**src/hdl/mmd_pkg.sv**
```systemverilog
// Purpose: Constants for the memory-mode and external select decode block
// Assumes: 10 MHz system clock, 14-bit external address
// Notes:   Register map offsets and fields for the plain register port
package mmd_pkg;
    localparam int          ADDR_W          = 14;
    localparam int          DATA_W          = 16;
    localparam int          REG_AW          = 4;
    // Register offsets
    localparam logic [3:0]  OFS_STATUS      = 4'h0;
    localparam logic [3:0]  OFS_PM_OVLAY    = 4'h1;
    localparam logic [3:0]  OFS_DM_OVLAY    = 4'h2;
    localparam logic [3:0]  OFS_WAIT        = 4'h3;
    localparam logic [3:0]  OFS_CMS_EN      = 4'h4;
    localparam logic [3:0]  OFS_SYSCTL      = 4'h5;
    localparam logic [3:0]  OFS_FLAG        = 4'h6;
    localparam logic [3:0]  OFS_BOOT        = 4'h7;
    // Composite enable bit positions
    localparam int          CMS_PM_BIT      = 0;
    localparam int          CMS_DM_BIT      = 1;
    localparam int          CMS_BM_BIT      = 2;
    localparam int          CMS_IO_BIT      = 3;
    localparam logic [3:0]  CMS_EN_RESET    = 4'hb;
    localparam int          SYSCTL_BMS_DIS  = 3;
    // Overlay and boot figures
    localparam logic [1:0]  OVL_INTERNAL    = 2'h0;
    localparam logic [1:0]  OVL_EXT1        = 2'h1;
    localparam logic [1:0]  OVL_EXT2        = 2'h2;
    localparam logic [13:0] OVL_WIN_LO      = 14'h2000;
    localparam logic [13:0] OVL_WIN_HI      = 14'h3fff;
    localparam int          OVL_LSB_W       = 13;
    localparam int          BOOT_WORDS      = 32;
    localparam int          IO_AW           = 11;
    localparam int          IO_REGION_LSB   = 9;
    localparam logic [13:0] DM_USER_TOP     = 14'h3fdf;
    localparam int          WAIT_W          = 3;
    // Access sequencer states
    typedef enum logic [2:0] {
        MMD_IDLE = 3'b001,
        MMD_WAIT = 3'b010,
        MMD_DONE = 3'b100
    } mmd_acc_e;
endpackage

```
**src/hdl/mmd_decode.sv**
```systemverilog
// Purpose: Strap capture, boot hold-off, overlay decode, wait states, selects
// Assumes: Core access requests are one cycle; straps stable during reset
// Notes:   Selects are active-low outputs, all from flip-flops
`timescale 1ns/100ps
module mmd_decode
    import mmd_pkg::*;
#(
    parameter int BOOT_LEN = BOOT_WORDS
) (
    // Clock and reset
    input  wire logic              clk_sys,
    input  wire logic              arst_n,
    // Strap and flag pins
    input  wire logic              shared_flag_pin_in,
    output logic                   shared_flag_pin_out,
    output logic                   shared_flag_pin_oe,
    input  wire logic              strap_autoboot_n,
    input  wire logic              strap_boot_src,
    // Register port
    input  wire logic [REG_AW-1:0] reg_addr,
    input  wire logic [DATA_W-1:0] reg_wdata,
    input  wire logic              reg_wr,
    input  wire logic              reg_rd,
    output logic      [DATA_W-1:0] reg_rdata,
    // Core access request
    input  wire logic              acc_req,
    input  wire logic [1:0]        acc_space,
    input  wire logic [ADDR_W-1:0] acc_addr,
    input  wire logic              bus_request,
    output logic                   acc_done,
    // Boot progress
    input  wire logic              boot_word_loaded,
    input  wire logic              host_pm0_write,
    output logic                   core_run,
    // External bus
    output logic      [ADDR_W-1:0] ext_addr,
    output logic                   program_space_select_n,
    output logic                   data_space_select_n,
    output logic                   boot_space_select_n,
    output logic                   io_space_select_n,
    output logic                   composite_select_n
);
    // Access space codes on acc_space
    localparam logic [1:0] SP_PM = 2'h0;
    localparam logic [1:0] SP_DM = 2'h1;
    localparam logic [1:0] SP_BM = 2'h2;
    localparam logic [1:0] SP_IO = 2'h3;

    // Captured straps and frozen configuration
    logic                  mode_host;
    logic                  no_autoboot;
    logic                  src_host;
    logic                  cap_mode;
    logic                  cap_auto;
    logic                  cap_src;
    logic                  boot_started;

    // Software settings
    logic [1:0]            program_overlay_select;
    logic [1:0]            data_overlay_select;
    logic [WAIT_W-1:0]     data_space_wait_count;
    logic [4*WAIT_W-1:0]   io_region_wait_counts;
    logic [3:0]            composite_select_enables;
    logic                  bms_disable;
    logic                  flag_dir_out;
    logic                  flag_val;

    // Boot hold-off
    logic [5:0]            boot_cnt;
    logic                  boot_hold;

    // Access sequencer
    mmd_acc_e              st;
    logic [WAIT_W-1:0]     wcnt;

    // Request decode
    logic [WAIT_W-1:0]     next_wait;
    logic                  ext_hit;
    logic [3:0]            next_sel;
    logic [ADDR_W-1:0]     next_addr;
    logic [1:0]            ovl;
    logic [1:0]            io_region;
    logic                  in_win;

    // Strap capture while reset is low; registers hold after release
    always_ff @(posedge clk_sys) begin
        if (!arst_n) begin
            cap_mode <= shared_flag_pin_in;
            cap_auto <= strap_autoboot_n;
            cap_src  <= strap_boot_src;
        end
    end

    // Configuration taken from the captured straps at release
    always_ff @(posedge clk_sys or negedge arst_n) begin
        if (!arst_n) begin
            mode_host   <= 1'b0;
            no_autoboot <= 1'b0;
            src_host    <= 1'b0;
        end else if (!boot_started) begin
            mode_host   <= cap_mode;
            no_autoboot <= cap_auto;
            src_host    <= cap_src;
        end
    end

    // One-shot marker that the configuration has been frozen
    always_ff @(posedge clk_sys or negedge arst_n) begin
        if (!arst_n) begin
            boot_started <= 1'b0;
        end else begin
            boot_started <= 1'b1;
        end
    end

    // Boot hold-off: byte DMA word count or host write of location 0
    always_ff @(posedge clk_sys or negedge arst_n) begin
        if (!arst_n) begin
            boot_cnt  <= 6'h00;
            boot_hold <= 1'b1;
        end else if (!boot_started) begin
            boot_hold <= !cap_auto;
        end else if (boot_hold) begin
            if (src_host) begin
                if (host_pm0_write) begin
                    boot_hold <= 1'b0;
                end
            end else if (boot_word_loaded) begin
                boot_cnt <= boot_cnt + 6'h01;
                if (boot_cnt == 6'(BOOT_LEN - 1)) begin
                    boot_hold <= 1'b0;
                end
            end
        end
    end

    // Execution enable out of the boot hold-off
    always_ff @(posedge clk_sys or negedge arst_n) begin
        if (!arst_n) begin
            core_run <= 1'b0;
        end else begin
            core_run <= boot_started && !boot_hold;
        end
    end

    // Overlay selects for program and data space
    always_ff @(posedge clk_sys or negedge arst_n) begin
        if (!arst_n) begin
            program_overlay_select <= OVL_INTERNAL;
            data_overlay_select    <= OVL_INTERNAL;
        end else if (reg_wr && reg_addr == OFS_PM_OVLAY) begin
            program_overlay_select <= reg_wdata[1:0];
        end else if (reg_wr && reg_addr == OFS_DM_OVLAY) begin
            data_overlay_select <= reg_wdata[1:0];
        end
    end

    // Data and I/O wait counts share one register
    always_ff @(posedge clk_sys or negedge arst_n) begin
        if (!arst_n) begin
            data_space_wait_count <= '0;
            io_region_wait_counts <= '0;
        end else if (reg_wr && reg_addr == OFS_WAIT) begin
            data_space_wait_count <= reg_wdata[14:12];
            io_region_wait_counts <= reg_wdata[11:0];
        end
    end

    // Composite enables and boot select disable
    always_ff @(posedge clk_sys or negedge arst_n) begin
        if (!arst_n) begin
            composite_select_enables <= CMS_EN_RESET;
            bms_disable              <= 1'b0;
        end else if (reg_wr && reg_addr == OFS_CMS_EN) begin
            composite_select_enables <= reg_wdata[3:0];
        end else if (reg_wr && reg_addr == OFS_SYSCTL) begin
            bms_disable <= reg_wdata[SYSCTL_BMS_DIS];
        end
    end

    // Flag direction and output value
    always_ff @(posedge clk_sys or negedge arst_n) begin
        if (!arst_n) begin
            flag_dir_out <= 1'b0;
            flag_val     <= 1'b0;
        end else if (reg_wr && reg_addr == OFS_FLAG) begin
            flag_dir_out <= reg_wdata[1];
            flag_val     <= reg_wdata[0];
        end
    end

    // Register reads, data one cycle after the strobe
    always_ff @(posedge clk_sys or negedge arst_n) begin
        if (!arst_n) begin
            reg_rdata <= '0;
        end else if (reg_rd) begin
            case (reg_addr)
                OFS_STATUS:   reg_rdata <= {13'h0, src_host, no_autoboot, mode_host};
                OFS_PM_OVLAY: reg_rdata <= {14'h0, program_overlay_select};
                OFS_DM_OVLAY: reg_rdata <= {14'h0, data_overlay_select};
                OFS_WAIT:     reg_rdata <= {1'b0, data_space_wait_count,
                                            io_region_wait_counts};
                OFS_CMS_EN:   reg_rdata <= {12'h0, composite_select_enables};
                OFS_SYSCTL:   reg_rdata <= {12'h0, bms_disable, 3'h0};
                OFS_FLAG:     reg_rdata <= {13'h0, shared_flag_pin_in, flag_dir_out,
                                            flag_val};
                OFS_BOOT:     reg_rdata <= {8'h0, boot_hold, boot_cnt, 1'b0};
                default:      reg_rdata <= '0;
            endcase
        end else begin
            reg_rdata <= '0;
        end
    end

    // Shared flag pin: never driven during reset, general flag afterwards
    always_ff @(posedge clk_sys or negedge arst_n) begin
        if (!arst_n) begin
            shared_flag_pin_oe  <= 1'b0;
            shared_flag_pin_out <= 1'b0;
        end else begin
            shared_flag_pin_oe  <= flag_dir_out;
            shared_flag_pin_out <= flag_val;
        end
    end

    // Decode of the request: external hit, wait count, select and address
    always_comb begin
        ovl       = (acc_space == SP_PM) ? program_overlay_select : data_overlay_select;
        in_win    = (acc_addr >= OVL_WIN_LO) && (acc_addr <= OVL_WIN_HI);
        io_region = acc_addr[IO_REGION_LSB+1:IO_REGION_LSB];
        ext_hit   = 1'b0;
        next_wait = '0;
        next_sel  = 4'h0;
        next_addr = '0;
        case (acc_space)
            SP_PM, SP_DM: begin
                // Internal data accesses are never stretched
                if (in_win && (ovl == OVL_EXT1 || ovl == OVL_EXT2)) begin
                    ext_hit = 1'b1;
                    next_sel[acc_space] = 1'b1;
                    if (acc_space == SP_DM) begin
                        next_wait = data_space_wait_count;
                    end
                    if (mode_host) begin
                        next_addr[0] = (ovl == OVL_EXT2);
                    end else begin
                        next_addr = {(ovl == OVL_EXT2), acc_addr[OVL_LSB_W-1:0]};
                    end
                end else if (acc_space == SP_PM && !mode_host && !in_win) begin
                    // Full mode keeps program accesses below the window internal
                    ext_hit = 1'b0;
                end
            end
            SP_BM: begin
                // Still a bus cycle, so the composite select can serve it
                ext_hit = 1'b1;
                next_sel[CMS_BM_BIT] = 1'b1;
                next_addr = acc_addr;
            end
            SP_IO: begin
                ext_hit = 1'b1;
                next_sel[CMS_IO_BIT] = 1'b1;
                next_addr = {3'h0, acc_addr[IO_AW-1:0]};
                next_wait = io_region_wait_counts[io_region*WAIT_W +: WAIT_W];
            end
            default: ;
        endcase
    end

    // Access sequencer with wait-state counting and bus-request gating
    always_ff @(posedge clk_sys or negedge arst_n) begin
        if (!arst_n) begin
            st                     <= MMD_IDLE;
            wcnt                   <= '0;
            acc_done               <= 1'b0;
            ext_addr               <= '0;
            program_space_select_n <= 1'b1;
            data_space_select_n    <= 1'b1;
            boot_space_select_n    <= 1'b1;
            io_space_select_n      <= 1'b1;
            composite_select_n     <= 1'b1;
        end else begin
            acc_done <= 1'b0;
            case (st)
                MMD_IDLE: begin
                    if (acc_req && !bus_request) begin
                        if (ext_hit) begin
                            ext_addr               <= next_addr;
                            program_space_select_n <= !next_sel[CMS_PM_BIT];
                            data_space_select_n    <= !next_sel[CMS_DM_BIT];
                            boot_space_select_n    <= !next_sel[CMS_BM_BIT] ||
                                                      bms_disable;
                            io_space_select_n      <= !next_sel[CMS_IO_BIT];
                            composite_select_n     <= !(|(next_sel &
                                                      composite_select_enables));
                            wcnt <= next_wait;
                            st   <= (next_wait == '0) ? MMD_DONE : MMD_WAIT;
                        end else begin
                            acc_done <= 1'b1;
                        end
                    end
                end
                MMD_WAIT: begin
                    wcnt <= wcnt - 3'h1;
                    if (wcnt == 3'h1) begin
                        st <= MMD_DONE;
                    end
                end
                MMD_DONE: begin
                    acc_done               <= 1'b1;
                    program_space_select_n <= 1'b1;
                    data_space_select_n    <= 1'b1;
                    boot_space_select_n    <= 1'b1;
                    io_space_select_n      <= 1'b1;
                    composite_select_n     <= 1'b1;
                    st                     <= MMD_IDLE;
                end
                default: st <= MMD_IDLE;
            endcase
        end
    end
endmodule

```
**config.mk**
```make
export PLATFORM = sky130hd
export DESIGN_NAME = mmd_decode
export DESIGN_NICKNAME = d
export VERILOG_FILES = /design/src/hdl/mmd_pkg.sv /design/src/hdl/mmd_decode.sv
export SDC_FILE = /design/constraint.sdc
export NUM_CORES = 1
export LEC_CHECK = 0
export BUFFER_PORTS_ARGS = -buffer_cell sky130_fd_sc_hd__buf_2
export CORE_UTILIZATION = 50
export DETAILED_ROUTE_END_ITERATION = 10
export HOLD_SLACK_MARGIN = 0.05
export PLACE_DENSITY_LB_ADDON = 0.12
export SLEW_MARGIN = 40
export SYNTH_ARGS = -nofsm -noshare
export SYNTH_HDL_FRONTEND = slang
export SYNTH_SLANG_ARGS = --single-unit
```
**constraint.sdc**
```tcl
create_clock -name clk_sys -period 4.8 [get_ports clk_sys]
set_input_delay 0.72 -clock clk_sys [delete_from_list [all_inputs] [get_ports clk_sys]]
set_output_delay 0.72 -clock clk_sys [all_outputs]
set_load 0.02 [all_outputs]
```
Yosys cells after proc, flatten, opt, wreduce, memory -nomap -nowiden --
Index checks and enable logic that the tools add are counted.
Word-level totals: register bits 85, output and inout bits 39, bits of input ports 47, logic and storage cells 148
Cells by class: reduce and logical (&&, ||, !) cells 36, add/sub/neg operators 2, multiplexer cells 50, shift operators 1, bitwise operators 4, equal/unequal tests 20, multiply operators 1, magnitude comparators 4
Operators with widths (number):
- 15-bit case mux with 8 select lines | 1
- 14-bit case mux with 3 select lines | 1
- 3-bit two-way mux | 8
- 1-bit two-way mux | 21
- 1-bit case mux with 2 select lines | 9
- 3-bit case mux with 2 select lines | 3
- 4-bit by 3-bit == test with 1-bit output, second input constant | 4
- 16-bit two-way mux | 1
- 14-bit >= comparator, second input constant | 1
- 14-bit less-or-equal comparator, second input constant | 1
- 14-bit two-way mux | 1
- 13-bit two-way mux | 1
- 3-bit AND reduction | 4
- 12-bit by 5-bit indexed part select with 3-bit output | 1
- 1-bit logical AND | 11
- 4-bit by 2-bit == test with 1-bit output, second input constant | 2
- 1-bit logical NOT | 8
- 6-bit by 1-bit adder with 6-bit output, second input constant | 1
- 2-bit == test, second input constant | 3
- 3-bit by 1-bit == test with 1-bit output, second input constant | 2
- 6-bit by 5-bit == test with 1-bit output, second input constant | 1
- 2-bit inequality test, second input constant | 3
- 4-bit AND | 1
- 2-bit by 1-bit == test with 1-bit output, second input constant | 2
- 20 further kinds | 27

Logic depth before layout (Yosys ltp) --
Gate-level depths: netlist (run 1).
depth in word-level cells 13, depth in mapped cells 10, gate-level depth less buffers 7

Least setup slack after synthesis (run 1) --
OpenSTA, ideal clock, no wires.
path type in2reg, start in acc_space[1], end reg st[1], slack 2151 ps, setup time 138 ps, path buffers 3, stages on the path 9, arrival 2511 ps, data required time 4662 ps, path through buf_2 nor2_1 mux2_2 ha_1 nor2b_1 clkbuf_2 o211ai_1 clkbuf_1 o22ai_1
Between the ends: cells in the longest elaborated chain, start to end 12, elaborated cells between the ends (all ways) 23
RTL lines:
- start: declaration | RTL line mmd_decode.sv:27 | input wire logic [1:0] acc_space,
- 2-bit logical NOT | RTL line mmd_decode.sv:228, mmd_decode.sv:235
- 2-bit two-way mux | RTL line mmd_decode.sv:228 | ovl = (acc_space == SP_PM) ? program_overlay_select : data_overlay_select;
- 2-bit by 1-bit == test with 1-bit output / 2-bit == test (equally long branches) | RTL line mmd_decode.sv:238 | if (in_win && (ovl == OVL_EXT1 || ovl == OVL_EXT2)) begin
- 1-bit logical OR | RTL line mmd_decode.sv:238
- 1-bit logical AND | RTL line mmd_decode.sv:238
- 3-bit two-way mux | RTL line mmd_decode.sv:238
- 3-bit case mux with 2 select lines | RTL line mmd_decode.sv:235 | case (acc_space)
- 3-bit logical NOT | RTL line mmd_decode.sv:297 | st <= (next_wait == '0) ? MMD_DONE : MMD_WAIT;
- 3-bit two-way mux | RTL line mmd_decode.sv:297
- 3-bit two-way mux | RTL line mmd_decode.sv:287 | if (ext_hit) begin
- 3-bit two-way mux | RTL line mmd_decode.sv:286 | if (acc_req && !bus_request) begin
- 3-bit case mux with 2 select lines | RTL line mmd_decode.sv:284 | case (st)
- end signal: assignment | RTL line mmd_decode.sv:297
- end: declaration | RTL line mmd_decode.sv:73 | mmd_acc_e st;
Parallel ways exist; a longest one is shown, timed or not. The select of a mux whose other input is x is not followed. A chain may end at the register's enable or synchronous reset.

Final worst setup path (run 1) --
start in acc_space[1], end reg ext_addr[11]
Between the ends: cells in the longest elaborated chain, start to end 8, elaborated cells between the ends (all ways) 16
RTL lines:
- 2-bit logical NOT | RTL line mmd_decode.sv:228, mmd_decode.sv:235
- 2-bit two-way mux | RTL line mmd_decode.sv:228
- 2-bit by 1-bit == test with 1-bit output / 2-bit == test (equally long branches) | RTL line mmd_decode.sv:238
- 1-bit logical OR | RTL line mmd_decode.sv:238
- 1-bit logical AND | RTL line mmd_decode.sv:238
- 1-bit two-way mux | RTL line mmd_decode.sv:238
- 1-bit case mux with 2 select lines | RTL line mmd_decode.sv:235
- 3-bit AND reduction (no source line)
- end signal: assignment | RTL line mmd_decode.sv:288 | ext_addr <= next_addr;
- end: declaration | RTL line mmd_decode.sv:36 | output logic [ADDR_W-1:0] ext_addr,
Parallel ways exist; a longest one is shown, timed or not.

==> flow_metrics.tcl, run 1 <==
set metrics [dict create \
    status "finished, final reports clean" \
    yosysTopAreaCell "dfrtp_1" \
    clk_latency_ns 0.34 \
    cp_max_fo 17 \
    slew_headroom 0.583 \
    vias 2648 \
    die_w_um 89.0 \
    cts_hold_buf 0 \
    fp-row-count 31 \
    r2r-start "program_overlay_select[1]" \
    finalCritPeriodShare 0.616 \
    drc 0 \
    vdd_ir_drop_max_v 0.000258 \
    worstSetupEndpointType "register" \
    drive_gt1_frac 0.387 \
    grt_pass1_vias 2506 \
    ys.flop_type "dfrtp_1" \
    syn_area_per_cell_um2 12.0 \
    htree_num_levels 3 \
    grt_usage 0.207 \
    drt_wl_total_um 7700 \
    netlist_instances 316 \
    critPathRequiredTime_ns 5.09 \
    grt_start_max_net_pins 52 \
    fmax_mhz 338 \
    start_kind "input pin" \
    cts_setup_buffers 0 \
    multiInputGateArea_um2 1540 \
    syn_nets 367 \
    total_leakage_power_nw 2.17 \
    gr-total-overflow 0 \
    dieHeight_um 89.0 \
    setup_viol 0 \
    finalCriticalPeriod_ns 2.96 \
    post-route-util 0.619 \
    area_growth_pct 19.1 \
    drv_slew 0 \
    nNetsFinal 449 \
    initial_core_util 0.519 \
    postRouteAntennaNets 0 \
    synth_edf_count 3 \
    criticalPathCategory "in -> reg" \
    grt_setup_unrepaired "false" \
    netlist.area_leader.share 0.469 \
    clock_sinks 84 \
    drt-initial-drc-count 108 \
    cap_violations 0 \
    fillers 631 \
    boundaryPins 86 \
    reg2reg_depth 6 \
    core_area_um2 7290 \
    hold_viol_final 0 \
    fin_area_um2 4510 \
    die_area_um2 7930 \
    power_density_nw_per_um2 435 \
    synth-seq-cells 84 \
    tightest_slew_ns 0.625 \
    startpoint "acc_space[1]" \
    wl_per_cell_um 15.3 \
    finalSetupTns_ns 0 \
    cts_resized 0 \
    port_buffers 83 \
    synth_cell_types 58 \
    r2r_setup_slack_ns 2.33 \
    regArea_um2 2130 \
    synth_seq_area_share 0.562 \
    cts_max_path_buffers 2 \
    antenna_found_initial 0 \
    cts_tree "built" \
    synth_area_um2 3790 \
    postPlaceCellArea_um2 4260 \
    yosysWarnings 0 \
    reg2reg_to "ext_addr[11]" \
    critPathArrivalTime_ns 3.24 \
    yosys-top-cells-area "dfrtp_1 47%, mux2_2 9.8%, dfstp_2 6.9%" \
    dp_hpwl_um 5620 \
    clk_pin_slew_ns 0.08 \
    gp_congestion 0.854 \
    root_buffer "clkbuf_8" \
    fin_skew_ns 0.00830 \
    viasPerCell 5.27 \
    numCtsBuffers 9 \
    grt_pass1_wl_um 12200 \
    firstDrtPassIters 4 \
    crit_end "ext_addr[11]" \
    antennaDiodeCount 0 \
    hold_path.class "in -> async" \
    synthArstFlopShare 0.964 \
]
==> cell usage in the layout, fill, tap and decap left out, types with 4 or more instances in the layout <==
master and count:
nand4_1 4, mux2_2 33, dfstp_2 10, buf_2 82, a22o_1 4, o21ai_0 8
mux2i_1 9, ha_1 4, o22a_1 4, nor2b_1 6, nand3_1 17, nand2_1 33
a21oi_1 10, dfrtp_1 71, and2_1 7, nor2_1 12, buf_4 4, inv_1 7
nand3b_1 4, nand2b_1 4, clkbuf_8 10
==> metal layers <==
metal / part of all wire / vias up / wire (µm) / global-route usage
met2: 0.48 / 61 / 3710 / 0.345
met5: 0 / - / 0 / 0
met3: 0.037 / 10 / 287 / 0.0314
li1: - / 1294 / - / -
met4: 0.016 / 0 / 125 / 0.0823
met1: 0.46 / 1283 / 3580 / 0.274
==> synthesized netlist by cell type, drive strengths merged (5+ instances only) <==
cell type,count
clkbuf,5
and2,8
dfstp,10
nand2,33
buf,10
o21ai,9
inv,7
mux2,34
nor2,13
a21oi,10
nand3,18
dfrtp,71
nor2b,6
mux2i,9
==> cell families after synthesis <==
group           Yosys count  synth area share
compound gates           48            0.0899
xor+xnor                  5            0.0116
mux                      46             0.143
flops                    84             0.562
simple gates            105             0.148
buf+inv                  22            0.0304
fa+ha+maj                 4            0.0132
other cells               2           0.00198
==> metrics by stage <==
step | total power [mW] | cells | worst slack [ns] | hold slack (ns)
final | 1.96 | 502 | 1.84 | 0.295
after global routing | 2.07 | 502 | 1.69 | 0.326
after floorplan | 1.22 | 316 | 2.15 | 0.371
after detailed placement | 1.37 | 486 | 1.48 | 0.406
after CTS | 1.98 | 502 | 1.82 | 0.306
after global placement | 1.35 | 486 | 1.50 | 0.396
==> final cells by class <==
class / instances / share of cell area
multi-input combinational: 210 / 0.342
clock inverter: 6 / 0.0247
sequential: 84 / 0.472
inverter: 7 / 0.00582
clock buffer: 10 / 0.0305
tap: 99 / 0.0275
timing repair buffer: 86 / 0.0976
==> where the power goes <==
| group | internal, mW | switching [mW] |
|---|---|---|
| Combinational | 0.187 | 0.219 |
| Sequential | 0.851 | 0.0966 |
| Clock | 0.360 | 0.249 |
==> flip-flops by register name, indices dropped and copies added, names as in the netlist, 2 cells and up <==
signal and flops:
reg_rdata 15, ext_addr 14, io_region_wait_counts 12, boot_cnt 6, composite_select_enables 4, data_space_wait_count 3
st 3, wcnt 3, data_overlay_select 2, program_overlay_select 2
==> critical path, cell delays in order <==
cell and delay (ns):
buf_2 0.20, nor2_1 0.25, mux2_2 0.37, ha_1 0.32, nor2b_1 0.47, o211a_1 0.52
and3_1 0.25, a22o_1 0.13
==> worst min-delay path by stage <==
stage                        start                  end  slack (ns)
final                       arst_n         reg_rdata[8]        0.29
after floorplan           flag_val  shared_flag_pin_out        0.37
after detailed placement  flag_val  shared_flag_pin_out        0.41
after global placement    flag_val  shared_flag_pin_out        0.40
after CTS                   arst_n         reg_rdata[8]        0.31
after global routing        arst_n         reg_rdata[9]        0.33
No activity file was read; power rests on OpenSTA's default activity.
==> run 2, diff against run 1 <==
- clock period: 4.8 -> 2.9 ns (I/O delays scaled with it)
==> run 2 against run 1 <==
Compared with the run above: design area is 0.36% lower; non-clock buffer count is 5 higher; register-to-register slack worse by 1.7 ns; sequential power increased by 66%; critical endpoint is now boot_space_select_n.
==> flow_metrics.tcl, run 2 (synthesized netlist as in run 1, its figures left out) <==
set metrics [dict create \
    cts_setup_buffers 0 \
    viasPerCell 5.28 \
    firstDrtPassIters 4 \
    dp_cells 491 \
    start_kind "input pin" \
    final_common_cell "buf_2" \
    nNetsFinal 454 \
    power.share.combinational 0.225 \
    cap_violations 0 \
    die_area_um2 7930 \
    clock_sinks 84 \
    hold_viol_final 0 \
    max_stage_delay_ns 0.38 \
    drv_slew 0 \
    criticalPathCategory "in -> reg" \
    grt_pass1_vias 2457 \
    die_w_um 89.0 \
    multiInputGateArea_um2 1540 \
    internal_power_mw 2.12 \
    boundaryPins 86 \
    numCtsBuffers 9 \
    grt_usage 0.211 \
    finalCritPeriodShare 0.803 \
    antenna_found_initial 0 \
    gr-total-overflow 0 \
    clk_latency_ns 0.35 \
    critPathBufInv 2 \
    finalSetupTns_ns 0 \
    drive_gt1_frac 0.385 \
    grt_pass1_wl_um 12200 \
    layout_common_cells "82 x buf_2, 71 x dfrtp_1, 33 x mux2_2, 33 x nand2_1, 17 x nand3_1" \
    finalCriticalPeriod_ns 2.33 \
    largest_reg_flops 15 \
    cts_resized 0 \
    root_buffer "clkbuf_8" \
    dieHeight_um 89.0 \
    htree_num_levels 3 \
    initial_core_util 0.519 \
    postPlaceCellArea_um2 4310 \
    fin_cells 507 \
    power_frac_seq 0.517 \
    hold_path.class "in -> async" \
    drt_wl_total_um 7810 \
    switching_share 0.303 \
    clk_pin_slew_ns 0.08 \
    port_buffers 83 \
    grt_setup_unrepaired "false" \
    gp_congestion 0.832 \
    antennaDiodeCount 0 \
    setup_viol 0 \
    postRouteAntennaNets 0 \
    cts_tree "built" \
    worstSetupEndpointType "register" \
    dp_hpwl_um 5730 \
    core_area_um2 7290 \
    regArea_um2 2130 \
    cp_cell_sequence "buf_2, nor2_1, mux2_2, ha_1, nor2b_1, buf_4, o21ai_0, a21oi_1, o32a_1" \
    fin_area_um2 4500 \
    grt_start_max_net_pins 82 \
    top_register "reg_rdata" \
    power_density_nw_per_um2 675 \
    power_frac_clock 0.258 \
    slowest_stage "a21oi_1" \
    area_growth_pct 18.7 \
    drc 0 \
    cts_max_path_buffers 2 \
    fin_skew_ns 0.00698 \
    status "finished, final reports clean" \
    critPathArrivalTime_ns 2.62 \
    path_delay_family "compound AO/OA/AOI/OAI gates" \
    fp-row-count 31 \
    cp_max_fo 12 \
    total_leakage_power_nw 2.17 \
    fillers 644 \
    vdd_ir_drop_max_v 0.000372 \
    critPathRequiredTime_ns 3.19 \
    drt-initial-drc-count 123 \
    fmax_mhz 429 \
    wl_per_cell_um 15.4 \
    switchingPower_mw 0.918 \
    top_regs "reg_rdata x15, ext_addr x14, io_region_wait_counts x12" \
    vias 2677 \
    cts_hold_buf 0 \
]
## run 2: changes by cell type in the layout (fill, tap and decap cells not counted)
cell        before  now
clkbuf_1         0    4
clkinv_4         1    0
o21ai_0          8    9
clkinvlp_4       1    0
buf_4            4    8
buf_12           0    1
bufinv_16        3    0
clkbuf_16        0    1
o21ai_1          1    0
## run 2: worst paths after layout
| kind | from | endpoint | slack, ns | cells after the start |
|---|---|---|---|---|
| max in group asynchronous | arst_n | boot_hold | 2.37 | 2 |
| min | arst_n | wcnt[2] | 0.16 | 2 |
| min reg2reg | flag_val | shared_flag_pin_out | 0.40 | 0 |
| max reg2reg | program_overlay_select[1] | boot_space_select_n | 0.65 | 7 |
| min in group clk_sys | strap_boot_src | cap_src | 0.26 | 1 |
| max | acc_space[0] | boot_space_select_n | 0.57 | 9 |
## run 2: stage by stage
stage | worst slack, ns | hold slack (ns) | util | power, mW
2_1_floorplan | 0.536 | 0.139 | - | 2.02
3_3_place_gp | 0.274 | 0.399 | 0.591 | 2.26
3_5_place_dp | 0.250 | 0.389 | 0.591 | 2.28
4_1_cts | 0.617 | 0.177 | 0.617 | 3.06
5_1_grt | 0.453 | 0.182 | 0.617 | 3.20
6_report | 0.570 | 0.157 | 0.617 | 3.03
## run 2: layout make-up
| type | instances | area share |
|---|---|---|
| well taps | 99 | 0.0276 |
| flip-flops and latches | 84 | 0.474 |
| repair buffers | 91 | 0.109 |
| multi-input cells | 210 | 0.343 |
| clock inverters | 1 | 0.00111 |
| inverters | 7 | 0.00584 |
| clock buffers | 15 | 0.0395 |
## run 2: worst register-to-register path, cell delays in order (launching register included)
cell and delay [ns]:
dfrtp_1 0.42, mux2_2 0.28, ha_1 0.32, nor2b_1 0.29, buf_4 0.20, o21ai_0 0.07
a21oi_1 0.38, o32a_1 0.23
## run 2: power groups by stage
stage,combinational [mW],sequential (mW),clock [mW]
2_1_floorplan,0.373,1.64,0
3_3_place_gp,0.673,1.58,0
3_5_place_dp,0.688,1.59,0
4_1_cts,0.690,1.57,0.797
5_1_grt,0.757,1.60,0.848
6_report,0.683,1.57,0.781
## run 2: per-layer routing
metal  vias to the layer above  GRT usage  wire [µm]
met5                         -          0          0
met2                        59      0.333       3730
met4                         0     0.0895        121
met1                      1309      0.286       3630
li1                       1300          -          -
met3                         9     0.0434        336
